===== src/rtl/bfc_consts.vh =====
`ifndef BFC_CONSTS_VH
`define BFC_CONSTS_VH

// adc sample width of phase and bus voltages
`define BFC_ADC_W        12
// loop filter coefficient width and fraction bits (q3.12)
`define BFC_COEF_W       16
`define BFC_COEF_FRAC    12
// loop filter output width
`define BFC_Y_W          32
// reset values
`define BFC_Y_RST        32'h00000000
`define BFC_R_RST        13'h0000
`define BFC_CNT_RST      8'h00
`define BFC_GATE_RST     3'h0
// fault counter width and the fallback limit used for a zero setting
`define BFC_CNT_W        8
`define BFC_TRIP_MIN     8'h01
`define BFC_CNT_ONE      8'h01

`endif


===== src/rtl/bfc_pi_filter.v =====
`timescale 1ns/1ps
`include "bfc_consts.vh"

// recursive pi loop filter, one update per accepted sample
module bfc_pi_filter (
  input  wire                          clk_sys,
  input  wire                          rst_n,
  input  wire                          flush,
  input  wire                          sample_valid,
  input  wire [`BFC_ADC_W-1:0]         phase_volt,
  input  wire [`BFC_ADC_W-1:0]         bus_volt,
  input  wire signed [`BFC_COEF_W-1:0] coef_a0,
  input  wire signed [`BFC_COEF_W-1:0] coef_a1,
  output reg  signed [`BFC_Y_W-1:0]    filt_out_reg,
  output reg                           filt_valid_reg
);

  reg  signed [12:0] r_prev_reg;
  wire signed [12:0] r_now;
  wire signed [28:0] prod_now;
  wire signed [28:0] prod_prev;
  wire signed [29:0] prod_sum;
  wire signed [29:0] prod_scaled;
  wire signed [`BFC_Y_W-1:0] filt_out_next;

  // back-emf sample: phase voltage less half the bus voltage
  assign r_now = $signed({1'b0, phase_volt})
               - $signed({2'b00, bus_volt[`BFC_ADC_W-1:1]});

  // a0, a1 come from the bilinear mapping of (1+s*t2)/(s*t1) at period t
  assign prod_now    = coef_a0 * r_now;
  assign prod_prev   = coef_a1 * r_prev_reg;
  assign prod_sum    = {prod_now[28], prod_now} + {prod_prev[28], prod_prev};
  assign prod_scaled = prod_sum >>> `BFC_COEF_FRAC;
  // y(n) = y(n-1) + a0*r(n) + a1*r(n-1); no saturation, software bounds gains
  assign filt_out_next = filt_out_reg
                       + {{2{prod_scaled[29]}}, prod_scaled};

  // state update; flush restarts the loop after a drive shutdown
  always @(posedge clk_sys or negedge rst_n) begin
    if (!rst_n) begin
      filt_out_reg   <= `BFC_Y_RST;
      r_prev_reg     <= `BFC_R_RST;
      filt_valid_reg <= 1'b0;
    end else if (flush) begin
      filt_out_reg   <= `BFC_Y_RST;
      r_prev_reg     <= `BFC_R_RST;
      filt_valid_reg <= 1'b0;
    end else begin
      filt_valid_reg <= sample_valid;
      if (sample_valid) begin
        filt_out_reg <= filt_out_next;
        r_prev_reg   <= r_now;
      end
    end
  end

endmodule // bfc_pi_filter


===== src/rtl/bfc_motor_guard.v =====
`timescale 1ns/1ps
`include "bfc_consts.vh"

// Function
// - any overcurrent stops motor drive outputs
// - overcurrent blanks outputs for current cycle only
// - resume next cycle once overcurrent clears
// - persistent overcurrent escalates to latched shutdown
// - comparator drives output disable directly
// - disable acts inside the present switching cycle
// - cut-off works with the clock stopped
// - pi filter (1+s*t2)/(s*t1)
// - bilinear discretisation at sampling period t
// - y(n)=y(n-1)+a0*r(n)+a1*r(n-1)
// - input is phase minus half bus voltage
module bfc_motor_guard (
  // clock and reset
  input  wire                          clk_sys,
  input  wire                          rst_n,
  // pwm demand from the timer logic, same clock
  input  wire [2:0]                    pwm_high_in,
  input  wire [2:0]                    pwm_low_in,
  input  wire                          pwm_cycle_start,
  input  wire                          drive_enable,
  // overcurrent pin, asynchronous to clk_sys
  input  wire                          oc_comp,
  // escalation setting and software clear of the latch
  input  wire [`BFC_CNT_W-1:0]         trip_limit,
  input  wire                          fault_clear,
  // back-emf samples and loop coefficients
  input  wire                          bemf_valid,
  input  wire [`BFC_ADC_W-1:0]         phase_volt,
  input  wire [`BFC_ADC_W-1:0]         bus_volt,
  input  wire signed [`BFC_COEF_W-1:0] coef_a0,
  input  wire signed [`BFC_COEF_W-1:0] coef_a1,
  // gate drive pins, active high
  output wire [2:0]                    gate_high,
  output wire [2:0]                    gate_low,
  // fault status
  output wire                          cycle_blank,
  output wire                          hard_shutdown,
  output wire                          fault_event,
  output wire [`BFC_CNT_W-1:0]         fault_cycles,
  // loop filter result
  output wire signed [`BFC_Y_W-1:0]    loop_out,
  output wire                          loop_valid
);

  // overcurrent pin synchroniser, for the clocked bookkeeping only
  reg                    oc_meta_reg;
  reg                    oc_sync_reg;
  reg                    oc_sync_d_reg;
  // per-cycle blank, consecutive-cycle counter and the shutdown latch
  reg                    oc_seen_reg;
  reg                    oc_seen_next;
  reg                    blank_reg;
  reg                    blank_next;
  reg  [`BFC_CNT_W-1:0]  cnt_reg;
  reg  [`BFC_CNT_W-1:0]  cnt_next;
  reg                    shut_reg;
  reg                    shut_next;
  // registered pwm demand from the timer logic
  reg  [2:0]             pwm_high_reg;
  reg  [2:0]             pwm_low_reg;
  reg                    event_reg;
  wire [`BFC_CNT_W-1:0]  limit_eff;
  wire                   drive_ok;
  wire                   oc_rise;

  // zero limit would never trip, so it is read as one cycle
  // the setting counts whole faulty cycles; the boundary that
  // judges the last of them raises the latch
  function [`BFC_CNT_W-1:0] eff_limit;
    input [`BFC_CNT_W-1:0] lim;
    begin
      if (lim == `BFC_CNT_RST)
        eff_limit = `BFC_TRIP_MIN;
      else
        eff_limit = lim;
    end
  endfunction

  assign limit_eff = eff_limit(trip_limit);

  // two-stage synchroniser; only the second stage is looked at
  // these flops feed the counter, the status and the cycle blank; the cut-off never
  // waits for them, so their delay costs nothing in the gate path
  always @(posedge clk_sys or negedge rst_n) begin
    if (!rst_n) begin
      oc_meta_reg   <= 1'b0;
      oc_sync_reg   <= 1'b0;
      oc_sync_d_reg <= 1'b0;
    end else begin
      oc_meta_reg   <= oc_comp;
      oc_sync_reg   <= oc_meta_reg;
      oc_sync_d_reg <= oc_sync_reg;
    end
  end

  assign oc_rise = oc_sync_reg & ~oc_sync_d_reg;

  // capture pwm demand so the pin drivers see clean, registered levels
  // one edge of latency; the gating term itself stays combinational
  always @(posedge clk_sys or negedge rst_n) begin
    if (!rst_n) begin
      pwm_high_reg <= `BFC_GATE_RST;
      pwm_low_reg  <= `BFC_GATE_RST;
    end else begin
      pwm_high_reg <= pwm_high_in;
      pwm_low_reg  <= pwm_low_in;
    end
  end

  // one fault, counted from the pin going high:
  //   at once: gates off through drive_ok, no clock involved
  //   edge 1: first synchroniser stage takes the level
  //   edge 2: second stage high, the bookkeeping sees it
  //   edge 3: blank set and fault_event pulses
  //   next cycle start: the cycle is judged faulty, count steps
  //   count at the limit: shutdown latches, filter is flushed
  // a fault that ends mid-cycle keeps the blank to the cycle end,
  // so a chattering comparator cannot chop a pulse into slivers
  // only back-to-back faulty cycles add up; one clean cycle in
  // between brings the count back to zero
  // a spike shorter than a clock may be missed by the flops: it
  // cuts the gates for its own length only and is not counted
  // per-cycle fault bookkeeping and escalation
  always @* begin
    oc_seen_next = oc_seen_reg;
    blank_next   = blank_reg;
    cnt_next     = cnt_reg;
    shut_next    = shut_reg;
    if (pwm_cycle_start) begin
      // judge the cycle just ended, then start the new one clean
      if (oc_seen_reg) begin
        if (cnt_reg >= limit_eff - `BFC_CNT_ONE) begin
          shut_next = 1'b1;
          cnt_next  = limit_eff;
        end else begin
          cnt_next  = cnt_reg + `BFC_CNT_ONE;
        end
      end else begin
        cnt_next = `BFC_CNT_RST;
      end
      // blank clears at the boundary unless the fault is still there
      oc_seen_next = oc_sync_reg;
      blank_next   = oc_sync_reg;
    end else if (oc_sync_reg) begin
      // hold outputs off for the remainder of this cycle
      oc_seen_next = 1'b1;
      blank_next   = 1'b1;
    end
    // clear only ends the latch if no new trip lands in the same cycle
    // clearing with the fault still present restarts the count at zero,
    // so the latch comes back after another full run of faulty cycles
    if (fault_clear && !(shut_next && !shut_reg)) begin
      shut_next = 1'b0;
      cnt_next  = `BFC_CNT_RST;
    end
  end

  // fault state registers
  // async reset: gates off and counts clear with no clock edge needed
  // the latch is not kept across reset; reset is a legal way out
  always @(posedge clk_sys or negedge rst_n) begin
    if (!rst_n) begin
      oc_seen_reg <= 1'b0;
      blank_reg   <= 1'b0;
      cnt_reg     <= `BFC_CNT_RST;
      shut_reg    <= 1'b0;
      event_reg   <= 1'b0;
    end else begin
      oc_seen_reg <= oc_seen_next;
      blank_reg   <= blank_next;
      cnt_reg     <= cnt_next;
      shut_reg    <= shut_next;
      event_reg   <= oc_rise;
    end
  end

  // any one term holds all six gates off:
  //   raw comparator, shutdown latch, cycle blank, firmware enable
  // the raw term covers the edges before the blank is set; the
  // blank then keeps gates off after the pin drops mid-cycle
  // limitation: a noisy pin glitches the gates directly
  // the raw comparator sits in the gating term with no flop in between:
  // it cuts the gates at once and still works if clk_sys stops, at the
  // cost of a combinational path from a pin to the gate outputs
  assign drive_ok = drive_enable & ~oc_comp & ~blank_reg
                  & ~shut_reg;

  // gate outputs; all six go inactive (low) on any fault
  assign gate_high = pwm_high_reg & {3{drive_ok}};
  assign gate_low  = pwm_low_reg & {3{drive_ok}};

  // status towards firmware
  // all status comes from flops, so firmware reads stay glitch free;
  // fault_cycles drops to zero after one clean cycle, even latched
  assign cycle_blank   = blank_reg;
  assign hard_shutdown = shut_reg;
  assign fault_event   = event_reg;
  assign fault_cycles  = cnt_reg;

  // flushing drops the integrator state, so a restart after a clear
  // does not begin from a stale, wound-up phase error; the trade is
  // a short settling time of the loop after every restart
  // back-emf pll loop filter; restarted while the drive is shut down
  bfc_pi_filter u_pi_filter (
    .clk_sys        (clk_sys),
    .rst_n          (rst_n),
    .flush          (shut_reg),
    .sample_valid   (bemf_valid),
    .phase_volt     (phase_volt),
    .bus_volt       (bus_volt),
    .coef_a0        (coef_a0),
    .coef_a1        (coef_a1),
    .filt_out_reg   (loop_out),
    .filt_valid_reg (loop_valid)
  );

endmodule // bfc_motor_guard


===== config.mk =====
export PLATFORM = sky130hd
export DESIGN_NAME = bfc_motor_guard
export DESIGN_NICKNAME = d
export VERILOG_FILES = /design/src/rtl/bfc_pi_filter.v /design/src/rtl/bfc_motor_guard.v
export VERILOG_INCLUDE_DIRS = /design/src /design/src/rtl
export SDC_FILE = /design/constraint.sdc
export NUM_CORES = 1
export LEC_CHECK = 0
export BUFFER_PORTS_ARGS = -buffer_cell sky130_fd_sc_hd__buf_2
export CORE_ASPECT_RATIO = 2
export CORE_MARGIN = 2
export CORE_UTILIZATION = 35
export DETAILED_ROUTE_END_ITERATION = 10
export PLACE_DENSITY_LB_ADDON = 0.15
export SLEW_MARGIN = 20
export SYNTH_ARGS = -nofsm -noshare
export SYNTH_HDL_FRONTEND = slang
export SYNTH_SLANG_ARGS = --single-unit

===== constraint.sdc =====
create_clock -name clk_sys -period 11.72 [get_ports clk_sys]
set_clock_uncertainty 0.15 [all_clocks]
set_input_delay 1.172 -clock clk_sys [delete_from_list [all_inputs] [get_ports clk_sys]]
set_output_delay 1.172 -clock clk_sys [all_outputs]
set_load 0.05 [all_outputs]

======== After elaboration in Yosys (flattened, before gate mapping) ========
Index checks and enable logic that the tools add are counted.
word-level totals
  register bits after elaboration ......... 66
  output and inout port bits .............. 50
  word-level logic and storage cells ...... 54
cells by class
  add/sub/neg operators ................... 5
  multiply operators ...................... 2
  magnitude comparators ................... 1
  muxes and demuxes ....................... 16
  bitwise operators ....................... 10
  reductions and logical operators ........ 8
operator list
  cell                                              count
  2-to-1 mux 32 bit                                 2
  multiplier 16 x 13 -> 29 bit                      2
  2-to-1 mux 8 bit                                  5
  adder 32 bit                                      1
  adder 29 x 29 -> 30 bit                           1
  2-to-1 mux 13 bit                                 2
  subtractor 12 x 11 -> 13 bit                      1
  adder 8 x 1 -> 8 bit, second input constant       1
  >= comparator 8 bit                               1
  logical NOT 8 bit                                 1
  subtractor 8 x 1 -> 8 bit, second input constant  1
  2-to-1 mux 1 bit                                  7
  bitwise AND 3 bit                                 2
  nonzero test 2 bit                                3
  bitwise AND 1 bit                                 4
  inverter 1 bit                                    4
  logical AND 1 bit                                 2
  logical NOT 1 bit                                 2

======== Longest topological paths before layout ========
Gate-level depths: netlist of run 1.
  word-level depth ........................ 11
  depth in mapped cells ................... 51
  mapped depth without buffers ............ 50

======== Modules after synthesis ========
Synthesis of run 1 repeated with hierarchy kept, for this count alone.
second synthesis, totals
  cells, all modules ...................... 2,257
  area, all modules ....................... 20,794.9 um2
modules (own cells, without submodules)
  module           times used  cells an instance  area an instance (um2)  seq. area each (um2)
  bfc_pi_filter    1           2,127              19,531.2                1,151.1
  bfc_motor_guard  1           130                1,263.7                 500.5

======== Worst setup path before layout of run 1 ========
No wires, ideal clock.
  path kind ............................... in2reg
  from .................................... in phase_volt[0]
  to ...................................... reg u_pi_filter.filt_out_reg[30]
  data arrival time ....................... 10.815 ns
  data required time ...................... 11.449 ns
  path slack .............................. 0.634 ns
  cell stages on the path ................. 46
  path buffers ............................ 1
  cells stage by stage .................... inv_1 -> ha_1 -> fa_1 -> nor2b_1 -> o21ai_1 -> a21boi_1 -> o21ai_1 -> a21boi_1 -> o21ai_1 -> a21boi_1 -> o21ai_1 -> a21boi_1 -> or3_1 -> clkbuf_1 -> nor2_1 -> fa_1 -> fa_1 -> fa_1 -> [... 10 more ...] -> nand2_1 -> a41o_1 -> o211a_4 -> a21oi_4 -> o31ai_4 -> o221ai_2 -> xnor2_2 -> ha_1 -> a21o_1 -> a21o_1 -> a21oi_1 -> and3_1 -> o211ai_1 -> nand2_1 -> o21ai_1 -> o31ai_1 -> xnor2_1 -> a22o_1
between the ends
  longest elaborated chain between the ends .. 6
RTL lines
  item                          line                  text
  start: declaration            bfc_motor_guard.v:32  input wire [`BFC_ADC_W-1:0] phase_volt,
  subtractor 12 x 11 -> 13 bit  bfc_pi_filter.v:27    assign r_now = $signed({1'b0, phase_volt})
  multiplier 16 x 13 -> 29 bit  bfc_pi_filter.v:31    assign prod_now = coef_a0 * r_now;
  adder 29 x 29 -> 30 bit       bfc_pi_filter.v:33    assign prod_sum = {prod_now[28], prod_now} + {prod_prev[28], prod_prev};
  adder 32 bit                  bfc_pi_filter.v:37    + {{2{prod_scaled[29]}}, prod_scaled};
  2-to-1 mux 32 bit             bfc_pi_filter.v:51    if (sample_valid) begin
  2-to-1 mux 32 bit             bfc_pi_filter.v:45    end else if (flush) begin
  end signal: assignment        bfc_pi_filter.v:42    filt_out_reg <= `BFC_Y_RST;
  end signal: assignment        bfc_pi_filter.v:46    filt_out_reg <= `BFC_Y_RST;
  end signal: assignment        bfc_pi_filter.v:52    filt_out_reg <= filt_out_next;
  end: declaration              bfc_pi_filter.v:14    output reg signed [`BFC_Y_W-1:0] filt_out_reg,
Every way passes these cells. The select of a mux whose other input is x is not followed.
A chain may end at the register's enable or synchronous reset.

======== Worst setup path after layout of run 1 ========
  from .................................... in phase_volt[0]
  to ...................................... reg u_pi_filter.filt_out_reg[25]
The elaborated chain is that of the path after synthesis.

==> flow_summary_export.csv, run 1 <==
group,metric,value,unit
timing,slew_headroom,43.37,%
critical_path,crit_fanout,5,
timing,worst_slew_pin_slew,0.8495,ns
synth,synth_edf_count,0,
timing,finalHoldViolations,0,
clock_tree,clock_latency,0.35,ns
worst_hold_path,hp-class,"flip-flop to flip-flop",
synth,synth_ff_type,"dfrtp_1",
global_routing,grt_overflow,0,
synth,synth.largest_area_cell,"fa_1",
finish,seq_area,1653,um2
finish,drive_gt1_share,15.99,%
route,drt-initial-drc-count,409,
route,drc,0,
placed_design,place_area,22970,um2
synth,yosysWarnings,0,
clock_tree,clk_pin_slew,0.07,ns
critical_path,cp_slowest_cell,"fa_1",
critical_path,rr_startpoint,"u_pi_filter.r_prev_reg[1]",
clock_tree,cts_tree,"yes",
synth,seq_area_frac_synth,8.025,%
placed_design,portBuffers,125,
finish,largest_reg_flops,32,
finish,nets,3124,
clock_tree,htree_levels,3,
floorplan,die_h,346.9,um
critical_path,crit_path_end_kind,"flip-flop",
clock_tree,cts.sinks,66,
route,wl_per_cell,18.61,um
finish,multiInputGateArea,16910,um2
synth,syn-mean-instance-area,9.334,um2
floorplan,die_area,60880,um2
timing,fin_crit,11.46,ns
global_routing,grt_pass1_vias,17920,
synth,async_flop_share,100.0,%
synth,syn_area,20580,um2
synth,synth_nets,2913,
critical_path,slowest_delay,0.58,ns
synth,synth_area_leaders,"fa_1 44%, ha_1 11%, inv_1 9.6%, dfrtp_1 8.0%, and2_1 5.7%",
critical_path,path_class,"primary input to flip-flop",
route,via_count,15330,
finish,fin_area,23720,um2
clock_tree,cts_buffers,9,
global_routing,grt.total_usage,20.20,%
global_routing,grt_max_degree,48,
placed_design,place.gp.congestion,0.8613,
timing,report.final.slew_viol_count,0,
run,timing.max_cap.violations,0,
critical_path,cp-start-kind,"primary input",
floorplan,rows,125,
timing,rsz0062_at_grt,"true",
synth,ys_ff_latch,66,
synth,syn-instance-count,2205,
floorplan,initial_core_util,35.37,%
synth,synth_top_area_share,44.45,%
route,drt_wl_total,59260,um
floorplan,boundaryPins,127,
floorplan,die_w,175.5,um
route,dr.pass1.iters,5,
clock_tree,hold_buffers,0,
worst_hold_path,hold_path_end,"oc_sync_reg",
finish,fill_cells,5950,
placed_design,hpwl,50880,um
floorplan,core_area,58180,um2
timing,fin_crit_sh,97.80,%
worst_hold_path,holdCritStartpoint,"oc_meta_reg",
route,vias_per_cell,4.813,
critical_path,crit_top_cell,"fa_1",
critical_path,reg2reg_to,"u_pi_filter.filt_out_reg[25]",
clock_tree,cts_root_buf,"clkbuf_16",
synth,yosysUniqueCellTypes,72,
clock_tree,cts_max_path_buffers,2,
global_routing,grt_antenna_before_repair,1,
worst_hold_path,whs_path_depth,0,
critical_path,cp.arrival,11.53,ns
critical_path,rr_worst_depth,37,
run_status,status,"complete, no violations",
timing,max_freq,87.24,MHz
route,ant_nets,0,
critical_path,r2r_slack,2.29,ns
critical_path,cp.required,11.79,ns
finish,area_delta_synth_final,15.27,%
global_routing,grt_pass1_wl,94340,um
timing,setup_viol,0,
==> synth_stat cells, types with 5 or more instances <==
| library cell | n |
|---|---|
| and2_1 | 189 |
| o21a_1 | 10 |
| a21oi_1 | 42 |
| a2bb2oi_1 | 7 |
| a31oi_1 | 7 |
| nand2b_1 | 22 |
| a31o_2 | 5 |
| xnor2_1 | 47 |
| or3_1 | 8 |
| nor2_1 | 103 |
| and2b_1 | 6 |
| nand2_1 | 202 |
| dfrtp_1 | 66 |
| or2_2 | 15 |
| a211oi_1 | 6 |
| o21ai_1 | 10 |
| clkbuf_1 | 73 |
| mux2i_1 | 30 |
| inv_1 | 529 |
| a21boi_1 | 7 |
| nand3_1 | 10 |
| xor2_1 | 17 |
| and2_2 | 5 |
| o21bai_1 | 5 |
| nor2b_1 | 34 |
| nor3_1 | 11 |
| ha_1 | 174 |
| fa_1 | 457 |
| a21o_1 | 27 |
| o21ai_0 | 23 |
==> logic make-up after synthesis <==
group                    synth area share, %
AND/OR/NAND/NOR                        15.22
flip-flops                             8.025
adder cells (fa/ha/maj)                55.03
AO/OA/AOI/OAI                          6.079
multiplexers                           1.568
XOR/XNOR                               2.803
buffers and inverters                  11.27
==> worst max-delay path by stage <==
stage                        from                      endpoint  slack, ns
finish              phase_volt[0]  u_pi_filter.filt_out_reg[25]       0.26
global route          bus_volt[1]  u_pi_filter.filt_out_reg[31]      -0.24
CTS                 phase_volt[0]  u_pi_filter.filt_out_reg[25]       0.07
detailed placement  phase_volt[0]  u_pi_filter.filt_out_reg[25]      -0.39
global placement    phase_volt[0]  u_pi_filter.filt_out_reg[25]      -0.38
floorplan           phase_volt[0]  u_pi_filter.filt_out_reg[30]       0.63
==> metrics by stage <==
stage,util [%],hold WS (ns),setup slack (ns),instances,setup TNS [ns]
floorplan,-,0.1812,0.6341,2205,0
global placement,39.48,0.1857,-0.3770,3153,-1.896
detailed placement,39.48,0.1889,-0.3909,3153,-2.008
CTS,40.05,0.2011,0.06609,3169,0
global route,40.77,0.2220,-0.2371,3184,-1.262
finish,40.77,0.2012,0.2576,3184,0
==> critical path: cells and delay by family <==
kind	cells	cell delay, ns
fa+ha+maj	11	4.51
simple gates	7	1.53
buf+inv	7	0.39
xor+xnor	2	0.32
compound gates	22	3.61
==> cell type report <==
class	instances	share of cell area (%)
multi-input cells	1530	71.29
repair buffers	280	7.980
clock inverters	6	0.3903
flip-flops and latches	66	6.967
clock buffers	10	0.9652
diodes	1	0.01055
inverters	529	8.381
well taps	762	4.019
==> cells in the final DEF (no fill, tap or decap), types with 22 or more instances in the layout <==
cell,n
a21o_1,27
a21oi_1,36
and2_1,188
buf_2,123
buf_4,147
dfrtp_1,65
fa_1,452
ha_1,165
inv_1,521
mux2i_1,30
nand2_1,201
nand2b_1,22
nor2_1,97
nor2b_1,34
o21ai_0,23
xnor2_1,45
==> layer usage <==
layer | part of all wire [%] | global-route usage [%]
met5 | 0 | 0
met1 | 31 | 18.64
met3 | 1.9 | 1.697
met4 | 5.8 | 9.614
met2 | 61 | 42.58
==> repair_timing <==
| action | 4_1_cts | 5_1_grt |
|---|---|---|
| cloned | 0 | 2 |
| setup buffers | 0 | 13 |
| pin swaps | 0 | 61 |
| resized for setup | 1 | 63 |
| endpoints found under the setup margin | 2 | 15 |
Power of run 1 is not shown: default switching activity piles up to over one toggle a cycle in this logic, so the estimate is an artifact.
==> inputs of run 2 (changes only) <==
--- a/config.mk
+++ b/config.mk
@@ -12,7 +12,9 @@
 export CORE_UTILIZATION = 35
 export DETAILED_ROUTE_END_ITERATION = 10
 export PLACE_DENSITY_LB_ADDON = 0.15
+export SKIP_LAST_GASP = 1
 export SLEW_MARGIN = 20
 export SYNTH_ARGS = -nofsm -noshare
 export SYNTH_HDL_FRONTEND = slang
+export SYNTH_HIERARCHICAL = 1
 export SYNTH_SLANG_ARGS = --single-unit
==> run 2 against run 1 <==
Compared with the run above: core utilization is 0.57 points higher; hold slack better by 0.0063 ns; synthesized area increased by 1.0%; first-iteration DRC count shrank 6.4%; highest routed layer is now met5.
==> flow_summary_export.csv, run 2 <==
group,metric,value,unit
run_status,status,"complete, no violations",
timing,fin_crit_sh,97.85,%
critical_path,path_buf_inv,15,
clock_tree,clock_latency,0.35,ns
clock_tree,htree_levels,3,
critical_path,rr_worst_depth,35,
critical_path,path_delay_family,"adder cells",
synth,yosysUniqueCellTypes,64,
critical_path,r2r_slack,1.76,ns
synth,async_flop_share,100.0,%
placed_design,place.gp.congestion,0.8611,
route,vias_per_cell,4.826,
finish,area_delta_synth_final,17.24,%
critical_path,reg2reg_to,"u_pi_filter/filt_out_reg[30]",
global_routing,grt_max_degree,67,
critical_path,crit_cells,51,
finish,nets,3207,
floorplan,die_w,176.4,um
floorplan,die_area,61500,um2
timing,report.final.slew_viol_count,0,
synth,synth_edf_count,0,
global_routing,grt_pass1_wl,97010,um
run,timing.max_cap.violations,0,
timing,finalHoldViolations,0,
timing,setup_viol,0,
timing,fin_crit,11.47,ns
route,via_count,15790,
critical_path,cp.required,11.80,ns
finish,drive_gt1_share,17.49,%
global_routing,grt_overflow,0,
global_routing,grt_antenna_before_repair,4,
critical_path,path_class,"primary input to flip-flop",
synth,ys_ff_latch,66,
clock_tree,cts_buffers,9,
route,wl_per_cell,18.58,um
floorplan,die_h,348.7,um
placed_design,hpwl,52560,um
critical_path,crit_fanout,5,
timing,whs,0.2074,ns
finish,final_core_util,41.35,%
synth,synth_area_leaders,"fa_1 44%, ha_1 10%, inv_1 9.7%, dfrtp_1 7.9%, and2_1 6.1%",
timing,rsz0062_at_grt,"true",
route,drt_wl_total,60820,um
critical_path,cp-start-kind,"primary input",
synth,synthTopCellsByCount,"537 x inv_1, 457 x fa_1, 214 x nand2_1, 204 x and2_1, 174 x ha_1",
synth,syn-mean-instance-area,9.214,um2
route,drc,0,
synth,synth_ff_type,"dfrtp_1",
finish,mostFrequentLayoutCell,"inv_1",
critical_path,rr_startpoint,"u_pi_filter/r_prev_reg[0]",
floorplan,boundaryPins,127,
floorplan,rows,126,
finish,final_cell_mix,"525 x inv_1, 450 x fa_1, 212 x nand2_1",
global_routing,grt_pass1_vias,18280,
critical_path,crit_path_end_kind,"flip-flop",
finish,largest_reg_flops,32,
synth,yosysWarnings,6,
worst_hold_path,holdCritStartpoint,"oc_meta_reg",
synth,syn_area,20790,um2
synth,synth_nets,2965,
floorplan,initial_core_util,35.27,%
synth,yosysMostFrequentCell,"inv_1",
clock_tree,cts.sinks,66,
clock_tree,cts_max_path_buffers,2,
timing,slew_headroom,35.91,%
timing,worst_slew_pin_slew,0.9613,ns
clock_tree,cts_tree,"yes",
critical_path,cp.arrival,11.55,ns
global_routing,grt.total_usage,20.78,%
route,drt-initial-drc-count,383,
synth,synth_top_area_share,44.00,%
timing,max_freq,87.20,MHz
route,ant_nets,0,
critical_path,crit_top_cell,"fa_1",
critical_path,crit_start,"phase_volt[0]",
clock_tree,cts_root_buf,"clkbuf_16",
clock_tree,clk_pin_slew,0.06,ns
worst_hold_path,hp-class,"flip-flop to flip-flop",
synth,syn-instance-count,2257,
critical_path,slowest_delay,0.51,ns
critical_path,cp_slowest_cell,"fa_1",
floorplan,core_area,58960,um2
synth,synth.largest_area_cell,"fa_1",
route,dr.pass1.iters,5,
placed_design,portBuffers,125,
critical_path,cp-endpoint,"u_pi_filter/filt_out_reg[30]",
synth,seq_area_frac_synth,7.942,%
-- run 2: changes by cell type after synthesis, moves of 6 or more --
cell,previous run,this run
a211oi_1,6,12
a21boi_1,7,0
a21o_1,27,18
a21oi_1,42,50
a2bb2oi_1,7,0
and2_1,189,204
inv_1,529,537
nand2_1,202,214
nand4_1,3,12
nor2_1,103,94
nor2b_1,34,25
nor3_1,11,23
o21ai_1,10,4
-- run 2: layout make-up --
type / instances / area [um2]
sequential: 66 / 1653
clock inverter: 4 / 75.07
inverter: 538 / 2024
fill: 6034 / 34580
tap: 768 / 960.9
timing repair buffer: 313 / 2163
antenna: 1 / 2.502
multi-input combinational: 1571 / 17250
clock buffer: 12 / 246.5
-- run 2: what timing repair did --
| action | in CTS | in global routing |
|---|---|---|
| setup buffers | 5 | 18 |
| setup endpoints to repair | 12 | 16 |
| pin swaps | 31 | 93 |
| hold buffers | 0 | 0 |
| hold endpoints to repair | 0 | 0 |
| resized for setup | 30 | 96 |
| cloned | 0 | 0 |
-- run 2: metal layers --
| metal | GRT usage [%] | up-vias | wire [um] |
|---|---|---|---|
| li1 | - | 7239 | - |
| met1 | 18.41 | 8153 | 18120 |
| met2 | 44.35 | 272 | 37700 |
| met3 | 1.817 | 128 | 1423 |
| met4 | 10.46 | 2 | 3565 |
| met5 | 0 | - | 7 |
-- run 2: logic make-up (layout without fill, tap and decap cells) --
family	Yosys count	in the layout	share of synthesized area, %
and+or+nand+nor	670	670	16.50
adders and majority gates	631	631	54.46
buffers and inverters	620	867	11.28
AOI/OAI and AO/OA	179	179	5.800
DFF	66	66	7.942
xor gates and xnor gates	62	62	2.611
muxes	29	29	1.402
other	0	1	0
-- run 2: stage by stage --
step | setup TNS (ns) | std cells | worst slack (ns) | area [um2]
final | 0 | 3273 | 0.2524 | 24380
after global routing | -0.2105 | 3273 | -0.1085 | 24380
after CTS | 0 | 3255 | 0.02149 | 23840
after detailed placement | -8.441 | 3234 | -0.8909 | 23360
after global placement | -7.517 | 3234 | -0.8355 | 23360
after floorplan | 0 | 2257 | 0.02542 | 20790
-- run 2: worst min-delay path by stage --
stage / slack, ns / cells past startpoint / end
after floorplan: 0.18 / 0 / oc_sync_reg
after global placement: 0.18 / 0 / oc_sync_reg
after detailed placement: 0.19 / 0 / oc_sync_reg
after CTS: 0.21 / 0 / oc_sync_reg
after global routing: 0.23 / 0 / oc_sync_reg
final: 0.21 / 0 / oc_sync_reg
Power of run 2 is left out for the same reason.
